`src/rtl/ccpcu_map.svh`:
```
// register offsets, field positions and reset values of the compare unit
`ifndef CCPCU_MAP_SVH
`define CCPCU_MAP_SVH

// byte offsets on the register bus, one aligned word each
`define CCPCU_OFS_MATCH_LO 8'h00
`define CCPCU_OFS_MATCH_HI 8'h04
`define CCPCU_OFS_CTRL     8'h08
`define CCPCU_OFS_STATUS   8'h0C
`define CCPCU_OFS_MASK     8'h10
`define CCPCU_OFS_PINST    8'h14

// reset values
`define CCPCU_CTRL_RST     6'h00
`define CCPCU_MATCH_RST    8'h00
`define CCPCU_MASK_RST     2'h0
`define CCPCU_STATUS_RST   2'h0

// unit control fields
`define CCPCU_MODE_LSB     0
`define CCPCU_MODE_MSB     3
`define CCPCU_DUTY_LSB     4
`define CCPCU_DUTY_MSB     5

// status and mask bits
`define CCPCU_ST_MATCH     0
`define CCPCU_ST_TRIG      1

// timer-to-unit enable bits inside the timer_b_control register
`define CCPCU_TSEL_LO_BIT  3
`define CCPCU_TSEL_HI_BIT  6

// units that own a special event trigger, and the unit that starts the adc
`define CCPCU_TRIG_UNITS   2
`define CCPCU_ADC_UNIT     2

// bus responses
`define CCPCU_RESP_OKAY    2'b00
`define CCPCU_RESP_SLVERR  2'b10

`endif

```
`src/rtl/ccpcu_pkg.sv`:
```
// types and shared decoders of the compare unit
`include "ccpcu_map.svh"
package ccpcu_pkg;

  typedef enum logic [3:0] {
    CCPCU_OFF     = 4'b0000,
    CCPCU_TOGGLE  = 4'b0010,
    CCPCU_SET_HI  = 4'b1000,
    CCPCU_SET_LO  = 4'b1001,
    CCPCU_SWINT   = 4'b1010,
    CCPCU_SPECIAL = 4'b1011
  } ccpcu_mode_t;

  typedef struct packed {
    logic       en;
    logic [7:0] addr;
    logic [7:0] data;
  } ccpcu_wr_t;

  typedef struct packed {
    logic       en;
    logic [7:0] addr;
  } ccpcu_rd_t;

  typedef struct packed {
    logic       aw_held;
    logic [7:0] awaddr;
    logic       w_held;
    logic [7:0] wdata;
    logic       wlane0;
    logic       bvalid;
    logic [1:0] bresp;
    logic       rvalid;
    logic [7:0] rdata;
    logic [1:0] rresp;
  } ccpcu_slv_t;

  typedef struct packed {
    logic eq_prev;
  } ccpcu_det_t;

  typedef struct packed {
    logic [7:0] match_lo;
    logic [7:0] match_hi;
    logic [5:0] ctrl;
    logic [1:0] mask;
    logic [1:0] status;
    logic       cmp_latch;
    logic       pwm_latch;
    logic [9:0] duty;
    logic       pin_o;
    logic       pin_oe;
    logic       trig;
    logic       ta_rst;
    logic       tb_rst;
    logic       adc_go;
    logic       tflag_blk;
  } ccpcu_unit_t;

  // true when the unit compares against timer b
  function automatic logic ccpcu_use_timer_b(input logic [1:0] tsel,
                                             input int unit);
    logic r;
    r = 1'b0;
    case (tsel)
      2'b00: r = 1'b0;
      2'b01: r = (unit != 1);
      2'b10: r = (unit > 2);
      default: r = 1'b1;
    endcase
    return r;
  endfunction

  function automatic logic ccpcu_addr_ok(input logic [7:0] a);
    logic r;
    r = 1'b0;
    if (a == `CCPCU_OFS_MATCH_LO) r = 1'b1;
    else if (a == `CCPCU_OFS_MATCH_HI) r = 1'b1;
    else if (a == `CCPCU_OFS_CTRL) r = 1'b1;
    else if (a == `CCPCU_OFS_STATUS) r = 1'b1;
    else if (a == `CCPCU_OFS_MASK) r = 1'b1;
    else if (a == `CCPCU_OFS_PINST) r = 1'b1;
    return r;
  endfunction

endpackage

```
`src/rtl/ccpcu_compare_unit.sv`:
```
// compare unit: match register, pin latch, special event trigger, pwm latch
//
// The implementer's own choices: the AXI4-Lite slave port and the register offsets.
`include "ccpcu_map.svh"

module ccpcu_compare_unit #(
  parameter int UNIT = 1
) (
  input  wire logic        aclk,
  input  wire logic        aresetn,
  input  wire logic [7:0]  s_axi_awaddr,
  input  wire logic        s_axi_awvalid,
  output logic             s_axi_awready,
  input  wire logic [31:0] s_axi_wdata,
  input  wire logic [3:0]  s_axi_wstrb,
  input  wire logic        s_axi_wvalid,
  output logic             s_axi_wready,
  output logic [1:0]       s_axi_bresp,
  output logic             s_axi_bvalid,
  input  wire logic        s_axi_bready,
  input  wire logic [7:0]  s_axi_araddr,
  input  wire logic        s_axi_arvalid,
  output logic             s_axi_arready,
  output logic [31:0]      s_axi_rdata,
  output logic [1:0]       s_axi_rresp,
  output logic             s_axi_rvalid,
  input  wire logic        s_axi_rready,
  input  wire logic [15:0] timer_a_count,
  input  wire logic [15:0] timer_b_count,
  input  wire logic [7:0]  timer_b_control,
  input  wire logic [7:0]  pwm_timer_count,
  input  wire logic [1:0]  pwm_q_count,
  input  wire logic        pwm_period_hit,
  input  wire logic        adc_enable,
  input  wire logic        port_data_latch,
  input  wire logic        port_direction_reg,
  output logic             unit_output_pin,
  output logic             unit_output_oe,
  output logic             special_trigger,
  output logic             timer_a_reset,
  output logic             timer_b_reset,
  output logic             adc_start,
  output logic             timer_flag_block,
  output logic             irq
);
  import ccpcu_pkg::*;

  ccpcu_unit_t st_r;
  ccpcu_unit_t st_nxt;
  ccpcu_wr_t   wr;
  ccpcu_rd_t   rd;
  logic [7:0]  rd_data;
  logic [3:0]  mode;
  logic        is_compare;
  logic        is_pwm;
  logic        drives_pin;
  logic        has_trig;
  logic        hit;
  logic        use_b;
  logic        cmp_hit;
  logic        trig_hit;
  logic [1:0]  ev;
  logic [1:0]  rd_clr;
  logic [9:0]  new_duty;
  logic [7:0]  wr_mode_ctrl;

  ccpcu_axil_slave u_bus (
    .aclk          (aclk),
    .aresetn       (aresetn),
    .s_axi_awaddr  (s_axi_awaddr),
    .s_axi_awvalid (s_axi_awvalid),
    .s_axi_awready (s_axi_awready),
    .s_axi_wdata   (s_axi_wdata),
    .s_axi_wstrb   (s_axi_wstrb),
    .s_axi_wvalid  (s_axi_wvalid),
    .s_axi_wready  (s_axi_wready),
    .s_axi_bresp   (s_axi_bresp),
    .s_axi_bvalid  (s_axi_bvalid),
    .s_axi_bready  (s_axi_bready),
    .s_axi_araddr  (s_axi_araddr),
    .s_axi_arvalid (s_axi_arvalid),
    .s_axi_arready (s_axi_arready),
    .s_axi_rdata   (s_axi_rdata),
    .s_axi_rresp   (s_axi_rresp),
    .s_axi_rvalid  (s_axi_rvalid),
    .s_axi_rready  (s_axi_rready),
    .wr            (wr),
    .rd            (rd),
    .rd_data       (rd_data)
  );

  ccpcu_match_det #(
    .UNIT (UNIT)
  ) u_det (
    .aclk          (aclk),
    .aresetn       (aresetn),
    .enable        (is_compare),
    .match_value   ({st_r.match_hi, st_r.match_lo}),
    .timer_a_count (timer_a_count),
    .timer_b_count (timer_b_count),
    .timer_sel     ({timer_b_control[`CCPCU_TSEL_HI_BIT],
                     timer_b_control[`CCPCU_TSEL_LO_BIT]}),
    .use_b         (use_b),
    .hit           (hit)
  );

  // register read mux; reserved control bits 7:6 read as zero
  always_comb begin
    rd_data = 8'h00;
    if (rd.addr == `CCPCU_OFS_MATCH_LO) rd_data = st_r.match_lo;
    else if (rd.addr == `CCPCU_OFS_MATCH_HI) rd_data = st_r.match_hi;
    else if (rd.addr == `CCPCU_OFS_CTRL) rd_data = {2'b00, st_r.ctrl};
    else if (rd.addr == `CCPCU_OFS_STATUS) rd_data = {6'h00, st_r.status};
    else if (rd.addr == `CCPCU_OFS_MASK) rd_data = {6'h00, st_r.mask};
    else if (rd.addr == `CCPCU_OFS_PINST)
      rd_data = {4'h0, st_r.pin_oe, st_r.pin_o, st_r.pwm_latch,
                 st_r.cmp_latch};
  end

  always_comb begin
    st_nxt       = st_r;
    mode         = st_r.ctrl[`CCPCU_MODE_MSB:`CCPCU_MODE_LSB];
    is_pwm       = (mode[3:2] == 2'b11);
    is_compare   = (mode == CCPCU_TOGGLE) || (mode == CCPCU_SET_HI) ||
                   (mode == CCPCU_SET_LO) || (mode == CCPCU_SWINT) ||
                   (mode == CCPCU_SPECIAL);
    drives_pin   = (mode == CCPCU_TOGGLE) || (mode == CCPCU_SET_HI) ||
                   (mode == CCPCU_SET_LO) || is_pwm;
    // units 3 to 5 fall back to software interrupt behaviour
    has_trig     = (UNIT <= `CCPCU_TRIG_UNITS);
    cmp_hit      = hit && is_compare;
    trig_hit     = cmp_hit && (mode == CCPCU_SPECIAL) && has_trig;
    new_duty     = {st_r.match_lo,
                    st_r.ctrl[`CCPCU_DUTY_MSB:`CCPCU_DUTY_LSB]};
    wr_mode_ctrl = wr.data;

    // pin action on a match event
    if (cmp_hit) begin
      if (mode == CCPCU_SET_HI) st_nxt.cmp_latch = 1'b1;
      else if (mode == CCPCU_SET_LO) st_nxt.cmp_latch = 1'b0;
      else if (mode == CCPCU_TOGGLE)
        st_nxt.cmp_latch = !st_r.cmp_latch;
      // software interrupt and special codes leave the latch alone
    end

    // the special trigger resets only the timer pair the unit compares on
    st_nxt.trig      = trig_hit;
    st_nxt.ta_rst    = trig_hit && !use_b;
    st_nxt.tb_rst    = trig_hit && use_b;
    st_nxt.adc_go    = trig_hit && (UNIT == `CCPCU_ADC_UNIT) &&
                       adc_enable;
    st_nxt.tflag_blk = trig_hit && (UNIT == `CCPCU_ADC_UNIT);

    // pwm: duty is double buffered and taken at each period restart
    // a duty beyond the period never clears the latch, by design
    if (is_pwm) begin
      if (pwm_period_hit) begin
        st_nxt.duty      = new_duty;
        st_nxt.match_hi  = st_r.match_lo;
        st_nxt.pwm_latch = (new_duty != 10'h000);
      end else if ({pwm_timer_count, pwm_q_count} == st_r.duty) begin
        st_nxt.pwm_latch = 1'b0;
      end
    end

    // register writes; match high is read-only while in pwm mode
    if (wr.en) begin
      if (wr.addr == `CCPCU_OFS_MATCH_LO) st_nxt.match_lo = wr.data;
      else if (wr.addr == `CCPCU_OFS_MATCH_HI) begin
        if (!is_pwm) st_nxt.match_hi = wr.data;
      end else if (wr.addr == `CCPCU_OFS_CTRL) begin
        st_nxt.ctrl = wr.data[5:0];
        if (wr.data == 8'h00) begin
          st_nxt.cmp_latch = 1'b0;
          st_nxt.pwm_latch = 1'b0;
        end else if (wr_mode_ctrl[3:0] == CCPCU_SET_HI) begin
          st_nxt.cmp_latch = 1'b0;
        end else if (wr_mode_ctrl[3:0] == CCPCU_SET_LO) begin
          st_nxt.cmp_latch = 1'b1;
        end
      end else if (wr.addr == `CCPCU_OFS_MASK) st_nxt.mask = wr.data[1:0];
    end

    // sticky events; a read clears them but an event in that cycle wins
    ev[`CCPCU_ST_MATCH] = cmp_hit;
    ev[`CCPCU_ST_TRIG]  = trig_hit;
    rd_clr = {2{rd.en && (rd.addr == `CCPCU_OFS_STATUS)}};
    for (int i = 0; i < 2; i++) begin
      if (ev[i]) st_nxt.status[i] = 1'b1;
      else if (rd_clr[i]) st_nxt.status[i] = 1'b0;
    end

    // port data drives the pin unless a compare or pwm mode owns it
    st_nxt.pin_o  = !drives_pin ? port_data_latch :
                    is_pwm ? st_nxt.pwm_latch : st_nxt.cmp_latch;
    st_nxt.pin_oe = !port_direction_reg;
  end

  always_ff @(posedge aclk) begin
    if (!aresetn) begin
      st_r          <= '0;
      st_r.ctrl     <= `CCPCU_CTRL_RST;
      st_r.match_lo <= `CCPCU_MATCH_RST;
      st_r.match_hi <= `CCPCU_MATCH_RST;
      st_r.mask     <= `CCPCU_MASK_RST;
      st_r.status   <= `CCPCU_STATUS_RST;
    end else begin
      st_r <= st_nxt;
    end
  end

  assign unit_output_pin  = st_r.pin_o;
  assign unit_output_oe   = st_r.pin_oe;
  assign special_trigger  = st_r.trig;
  assign timer_a_reset    = st_r.ta_rst;
  assign timer_b_reset    = st_r.tb_rst;
  assign adc_start        = st_r.adc_go;
  assign timer_flag_block = st_r.tflag_blk;
  assign irq              = |(st_r.status & st_r.mask);
endmodule

```
`src/rtl/ccpcu_axil_slave.sv`:
```
// axi4-lite slave front end: one write and one read at a time
`include "ccpcu_map.svh"
module ccpcu_axil_slave (
  input  wire logic               aclk,
  input  wire logic               aresetn,
  input  wire logic [7:0]         s_axi_awaddr,
  input  wire logic               s_axi_awvalid,
  output logic                    s_axi_awready,
  input  wire logic [31:0]        s_axi_wdata,
  input  wire logic [3:0]         s_axi_wstrb,
  input  wire logic               s_axi_wvalid,
  output logic                    s_axi_wready,
  output logic [1:0]              s_axi_bresp,
  output logic                    s_axi_bvalid,
  input  wire logic               s_axi_bready,
  input  wire logic [7:0]         s_axi_araddr,
  input  wire logic               s_axi_arvalid,
  output logic                    s_axi_arready,
  output logic [31:0]             s_axi_rdata,
  output logic [1:0]              s_axi_rresp,
  output logic                    s_axi_rvalid,
  input  wire logic               s_axi_rready,
  output ccpcu_pkg::ccpcu_wr_t    wr,
  output ccpcu_pkg::ccpcu_rd_t    rd,
  input  wire logic [7:0]         rd_data
);
  import ccpcu_pkg::*;

  ccpcu_slv_t st_r;
  ccpcu_slv_t st_nxt;
  logic       both_held;

  always_comb begin
    st_nxt        = st_r;
    both_held     = st_r.aw_held && st_r.w_held && !st_r.bvalid;
    s_axi_awready = !st_r.aw_held && !st_r.bvalid;
    s_axi_wready  = !st_r.w_held && !st_r.bvalid;
    s_axi_arready = !st_r.rvalid;
    if (s_axi_awvalid && s_axi_awready) begin
      st_nxt.aw_held = 1'b1;
      st_nxt.awaddr  = s_axi_awaddr;
    end
    if (s_axi_wvalid && s_axi_wready) begin
      st_nxt.w_held = 1'b1;
      st_nxt.wdata  = s_axi_wdata[7:0];
      st_nxt.wlane0 = s_axi_wstrb[0];
    end
    // registers are eight bits wide, so only byte lane 0 writes
    wr.en   = both_held && ccpcu_addr_ok(st_r.awaddr) && st_r.wlane0;
    wr.addr = st_r.awaddr;
    wr.data = st_r.wdata;
    if (both_held) begin
      st_nxt.bvalid  = 1'b1;
      st_nxt.aw_held = 1'b0;
      st_nxt.w_held  = 1'b0;
      st_nxt.bresp   = ccpcu_addr_ok(st_r.awaddr) ? `CCPCU_RESP_OKAY
                                                  : `CCPCU_RESP_SLVERR;
    end
    if (st_r.bvalid && s_axi_bready) st_nxt.bvalid = 1'b0;
    // unmapped reads have no side effect and answer slverr
    rd.en   = s_axi_arvalid && s_axi_arready && ccpcu_addr_ok(s_axi_araddr);
    rd.addr = s_axi_araddr;
    if (s_axi_arvalid && s_axi_arready) begin
      st_nxt.rvalid = 1'b1;
      st_nxt.rdata  = rd.en ? rd_data : 8'h00;
      st_nxt.rresp  = rd.en ? `CCPCU_RESP_OKAY : `CCPCU_RESP_SLVERR;
    end
    if (st_r.rvalid && s_axi_rready) st_nxt.rvalid = 1'b0;
  end

  always_ff @(posedge aclk) begin
    if (!aresetn) st_r <= '0;
    else st_r <= st_nxt;
  end

  assign s_axi_bvalid = st_r.bvalid;
  assign s_axi_bresp  = st_r.bresp;
  assign s_axi_rvalid = st_r.rvalid;
  assign s_axi_rresp  = st_r.rresp;
  assign s_axi_rdata  = {24'h000000, st_r.rdata};

endmodule

```
`src/rtl/ccpcu_match_det.sv`:
```
// equality detector on the selected timer pair, one hit per match event
`include "ccpcu_map.svh"
module ccpcu_match_det #(
  parameter int UNIT = 1
) (
  input  wire logic        aclk,
  input  wire logic        aresetn,
  input  wire logic        enable,
  input  wire logic [15:0] match_value,
  input  wire logic [15:0] timer_a_count,
  input  wire logic [15:0] timer_b_count,
  input  wire logic [1:0]  timer_sel,
  output logic             use_b,
  output logic             hit
);
  import ccpcu_pkg::*;

  ccpcu_det_t  st_r;
  ccpcu_det_t  st_nxt;
  logic [15:0] count;
  logic        eq;

  always_comb begin
    use_b  = ccpcu_use_timer_b(timer_sel, UNIT);
    count  = use_b ? timer_b_count : timer_a_count;
    eq     = enable && (count == match_value);
    // only the rising side of equality counts as a match event
    hit    = eq && !st_r.eq_prev;
    st_nxt.eq_prev = eq;
  end

  always_ff @(posedge aclk) begin
    if (!aresetn) st_r <= '0;
    else st_r <= st_nxt;
  end
endmodule

```
`config.mk`:
```
export PLATFORM = sky130hd
export DESIGN_NAME = ccpcu_compare_unit
export DESIGN_NICKNAME = d
export VERILOG_FILES = /design/src/rtl/ccpcu_pkg.sv /design/src/rtl/ccpcu_compare_unit.sv /design/src/rtl/ccpcu_axil_slave.sv /design/src/rtl/ccpcu_match_det.sv
export VERILOG_INCLUDE_DIRS = /design/src /design/src/rtl
export SDC_FILE = /design/constraint.sdc
export NUM_CORES = 1
export LEC_CHECK = 0
export ABC_AREA = 1
export BUFFER_PORTS_ARGS = -buffer_cell sky130_fd_sc_hd__buf_2
export CAP_MARGIN = 20
export CORE_MARGIN = 4
export CORE_UTILIZATION = 45
export CTS_BUF_LIST = sky130_fd_sc_hd__clkbuf_4
export DETAILED_ROUTE_END_ITERATION = 10
export GPL_ROUTABILITY_DRIVEN = 0
export HOLD_SLACK_MARGIN = 0.08
export PLACE_DENSITY = 0.73
export SLEW_MARGIN = 20
export SYNTH_ARGS = -nofsm -noshare
export SYNTH_HDL_FRONTEND = slang
export SYNTH_SLANG_ARGS = --single-unit
```
`constraint.sdc`:
```
create_clock -name aclk -period 2.4 [get_ports aclk]
set_clock_uncertainty 0.2 [all_clocks]
set_input_delay 0.48 -clock aclk [delete_from_list [all_inputs] [get_ports aclk]]
set_output_delay 0.48 -clock aclk [all_outputs]
set_load 0.05 [all_outputs]
```
==> results.txt <==
----------------------------------------------------
[Power and ir drop]
  Cell Pwr Density ... between 500 and 600 nW/um^2
  Design Power ... ~2700 uW
  Maximum ir drop on the vdd rail ... between 200 and 300 uV
  Leak Pwr ... about 0.0023 uW

[Critical path]
  Cell family with most CP delay ... simple AND/OR/NAND/NOR gates
  Crit Path Class ... reg2reg
  CP Depth ... 14
  Critical Path End Type ... flop
  Max FO, Critical Path ... 9
  RR Endpoint ... unit_output_pin
  Worst Path Buf+Inv ... 3
  CP max stage delay ... 330 ps
  Library cell contributing the largest single delay on the critical path ... sky130_fd_sc_hd__dfxtp_1
  Crit-path cells ... inv_1 > nand2_1 > nor3_1 > nand2_1 > a21oi_2 > nand2_2 > inv_1 > nand2_2 > inv_2 > nand2_1 > nand3_1 > a21oi_1 > nand2_1 > a21oi_1
  Worst setup path start ... u_bus.wr[15]
  Register-to-register setup slack ... around 260 ps
  Data arrival at the endpoint of the critical path ... roughly 2200 ps
  CP dominant cell by count ... sky130_fd_sc_hd__nand2_1
  Capturing instance or port of the critical path ... unit_output_pin
  Worst reg2reg startpoint ... u_bus.wr[15]
  Required time at the endpoint of the critical path ... 2500 ps
  Critical path launch point type ... flop
  Logic depth of the worst register-to-register path ... 14

[STA]
  Share of the cycle needed by the critical path after routing ... 0.8920
  Min Clock Period, post-route ... between 2000 and 2500 ps
  Number of pins with negative max-slew slack in the final report ... 0
  Highest achievable clock rate ... 0.4671 GHz
  Transition time of the tightest slew-check pin ... 618.2 ps
  Slew margin rel. ... 0.5878
  Setup_tns ... 0 ps
  Count of final hold-check violations ... 0
  Unrepaired setup endpoints after global routing ... no
  Final setup fails ... 0

[Floorplan]
  Number of core rows ... 35
  Starting density of the core ... 0.4593
  Core outline area ... between 9000 and 10000 um^2
  Chip height ... around 100 um
  Area of the die ... approximately 11000 um^2
  Count of pins on the block boundary ... roughly 160
  Floorplan die width ... between 100 and 150 um

[Finish]
  Synth-to-Final Area Change ... 14.78%
  Diode count ... 0
  Number of nets in the finished design ... around 840
  Combined area of the multi-input logic cells ... ~2200 um^2
  Share of cells above drive strength 1 ... 0.1959
  Final design utilization ... 0.5272
  Register area ... between 1500 and 2000 um^2
  Count of non-filler cells in the finished layout ... between 800 and 900
  Fill cell total of the finished layout ... 934

[Yosys]
  Post-synthesis cell type with the largest combined area ... sky130_fd_sc_hd__dfxtp_1
  Post-synth EDFFs ... 0
  FFs w/ async S/R, synth ... 0
  Most used standard cell by instance count after synthesis ... sky130_fd_sc_hd__nand2_1
  Post-Synthesis Cell Area ... 4224 um^2
  Synth area leaders ... sky130_fd_sc_hd__dfxtp_1 36%, sky130_fd_sc_hd__nand2_1 12%, sky130_fd_sc_hd__buf_4 7.3%, sky130_fd_sc_hd__inv_1 6.3%, sky130_fd_sc_hd__o21ai_0 6.3%
  Top flip-flop cell by instance count after synthesis ... sky130_fd_sc_hd__dfxtp_1
  Unique masters post-synth ... 36
  Number of cells produced by synthesis ... 632
  Post-synth top area share ... 0.3555
  Flip-flop and latch count after synthesis ... 75
  Portion of the post-synthesis area used by sequential elements ... 0.3555
  Commonest cells in the synthesized netlist ... 137 x sky130_fd_sc_hd__nand2_1, 75 x sky130_fd_sc_hd__dfxtp_1, 71 x sky130_fd_sc_hd__inv_1, 63 x sky130_fd_sc_hd__nor2_1, 53 x sky130_fd_sc_hd__o21ai_0
  Syn_area_per_cell ... ~6.7 um^2
  Total number of yosys warnings ... 0

[Global route]
  Wire length of the first global-routing pass ... 18360 um
  Antenna violations before repair ... 0
  Via count of the first global-routing pass ... 4085
  Overall fraction of global-route tracks in use ... 0.2005
  Maximum number of pins on one net before global-route repair ... 37
  Total gr overflow ... 0

[Route]
  Number of antenna-violating nets in the routed design ... 0
  Total wire length after detailed routing ... ~11000 um
  Starting DRT DRC Count ... ~320
  Via Count ... around 4300
  Number of design rule violations left after detail routing ... 0
  Number of detailed-route iterations in the first pass ... 5
  DR WL/cell ... around 13 um
  Detailed-route vias per instance ... 5.101

[Clocking]
  Worst-path clk slew ... 130 ps
  Clk Latency, worst-skew pair ... around 420 ps
  Number of buffers added by the clock tree synthesis step ... 9
  Clock tree from TritonCTS ... yes
  Maximum clock path buffer count ... 2
  H-tree depth ... 3
  Root buffer cell ... sky130_fd_sc_hd__clkbuf_4
  Number of clock sinks ... 75

[Placement]
  DP Wirelength ... about 8800 um
  Count of placed standard cells including taps ... between 800 and 900
  IO Port Bufs ... a little under 100

[Min path]
  Class of the tightest hold or removal check ... in2reg

[Job]
  # Max-Cap Violations ... 0

[Run status]
  Status ... finished clean

----------------------------------------------------
[logic make-up (layout without fill, tap and decap cells)]
group	Yosys count	count (layout)	synth area share
buffers and inverters	133	204	0.1585
xor gates and xnor gates	6	6	0.01244
and+or+nand+nor	285	285	0.2950
AOI/OAI and AO/OA	132	132	0.1777
DFF	75	75	0.3555
other	1	28	0.0008878
[routing by layer]
| layer | wire length [um] | GRT usage | up-vias |
|---|---|---|---|
| li1 | - | - | 2199 |
| met1 | 4924 | 0.2529 | 1918 |
| met2 | 5209 | 0.3364 | 149 |
| met3 | 729 | 0.04756 | 24 |
| met4 | 243 | 0.06654 | 0 |
| met5 | 0 | 0 | - |
[how the worst min path moves through the flow]
stage | from | to | cells past startpoint
6_report | s_axi_awaddr[0] | u_bus.wr[8] | 3
5_1_grt | port_data_latch | unit_output_pin | 3
2_1_floorplan | u_bus.wr[14] | u_bus.wr[14] | 2
4_1_cts | s_axi_awaddr[0] | u_bus.wr[8] | 3
3_5_place_dp | u_bus.wr[14] | u_bus.wr[14] | 2
3_3_place_gp | u_bus.wr[15] | u_bus.wr[15] | 2
[layout by cell type (no fill, tap or decap), drive strengths merged, types with 4 or more instances in the layout]
| master | n |
|---|---|
| a211oi | 11 |
| a21oi | 50 |
| buf | 109 |
| clkbuf | 10 |
| clkinv | 5 |
| conb | 28 |
| dfxtp | 75 |
| inv | 75 |
| nand2 | 143 |
| nand3 | 49 |
| nand4 | 11 |
| nor2 | 65 |
| nor3 | 10 |
| nor4 | 4 |
| o211ai | 5 |
| o21ai | 54 |
| o22ai | 4 |
| xor2 | 5 |
[cell type report]
type                            count  share of cell area
Clock inverter                      6             0.01652
Clock buffer                       10             0.01548
Tap cell                          111             0.02865
Multi-Input combinational cell    451              0.4457
Inverter                           77             0.05961
Timing Repair Buffer              111              0.1244
Sequential cell                    75              0.3097
[tightest hold or removal path, cell delays in order]
cell and delay [ps]:
sky130_fd_sc_hd__buf_2 80, sky130_fd_sc_hd__o21ai_0 70, sky130_fd_sc_hd__nor2_1 70
[where the power goes]
| part | internal, uW | total [uW] | switching (uW) |
|---|---|---|---|
| logic | 141 | 491 | 351 |
| registers | 1290 | 1320 | 29.7 |
| clock network | 426 | 870 | 444 |
| total | 1850 | 2680 | 824 |
[what timing repair did]
| action | 4_1_cts | 5_1_grt |
|---|---|---|
| buffers inserted | 0 | 0 |
| gates resized for setup | 0 | 2 |
| hold endpoints to repair | 2 | 0 |
| hold buffers | 2 | 0 |
| endpoints found under the setup margin | 0 | 8 |
[stage by stage]
step           instance area (um^2)  setup slack (ps)  hold slack, ps
2_1_floorplan                  4325             76.06           229.4
3_3_place_gp                   4667             50.19           239.5
3_5_place_dp                   4667             1.370           252.0
4_1_cts                        4842             239.5           101.3
5_1_grt                        4848             54.59           106.4
6_report                       4848             259.1           105.6
[state kept, by name, summed over array words and instances, names as in the netlist, 3 cells and up]
| name | count |
|---|---|
| mode | 4 |
| new_duty | 10 |
| st_r | 24 |
| u_bus.s_axi_rdata | 8 |
| u_bus.st_r | 3 |
| u_bus.wr | 16 |
Note: power is estimated with default switching activity, not from simulation.
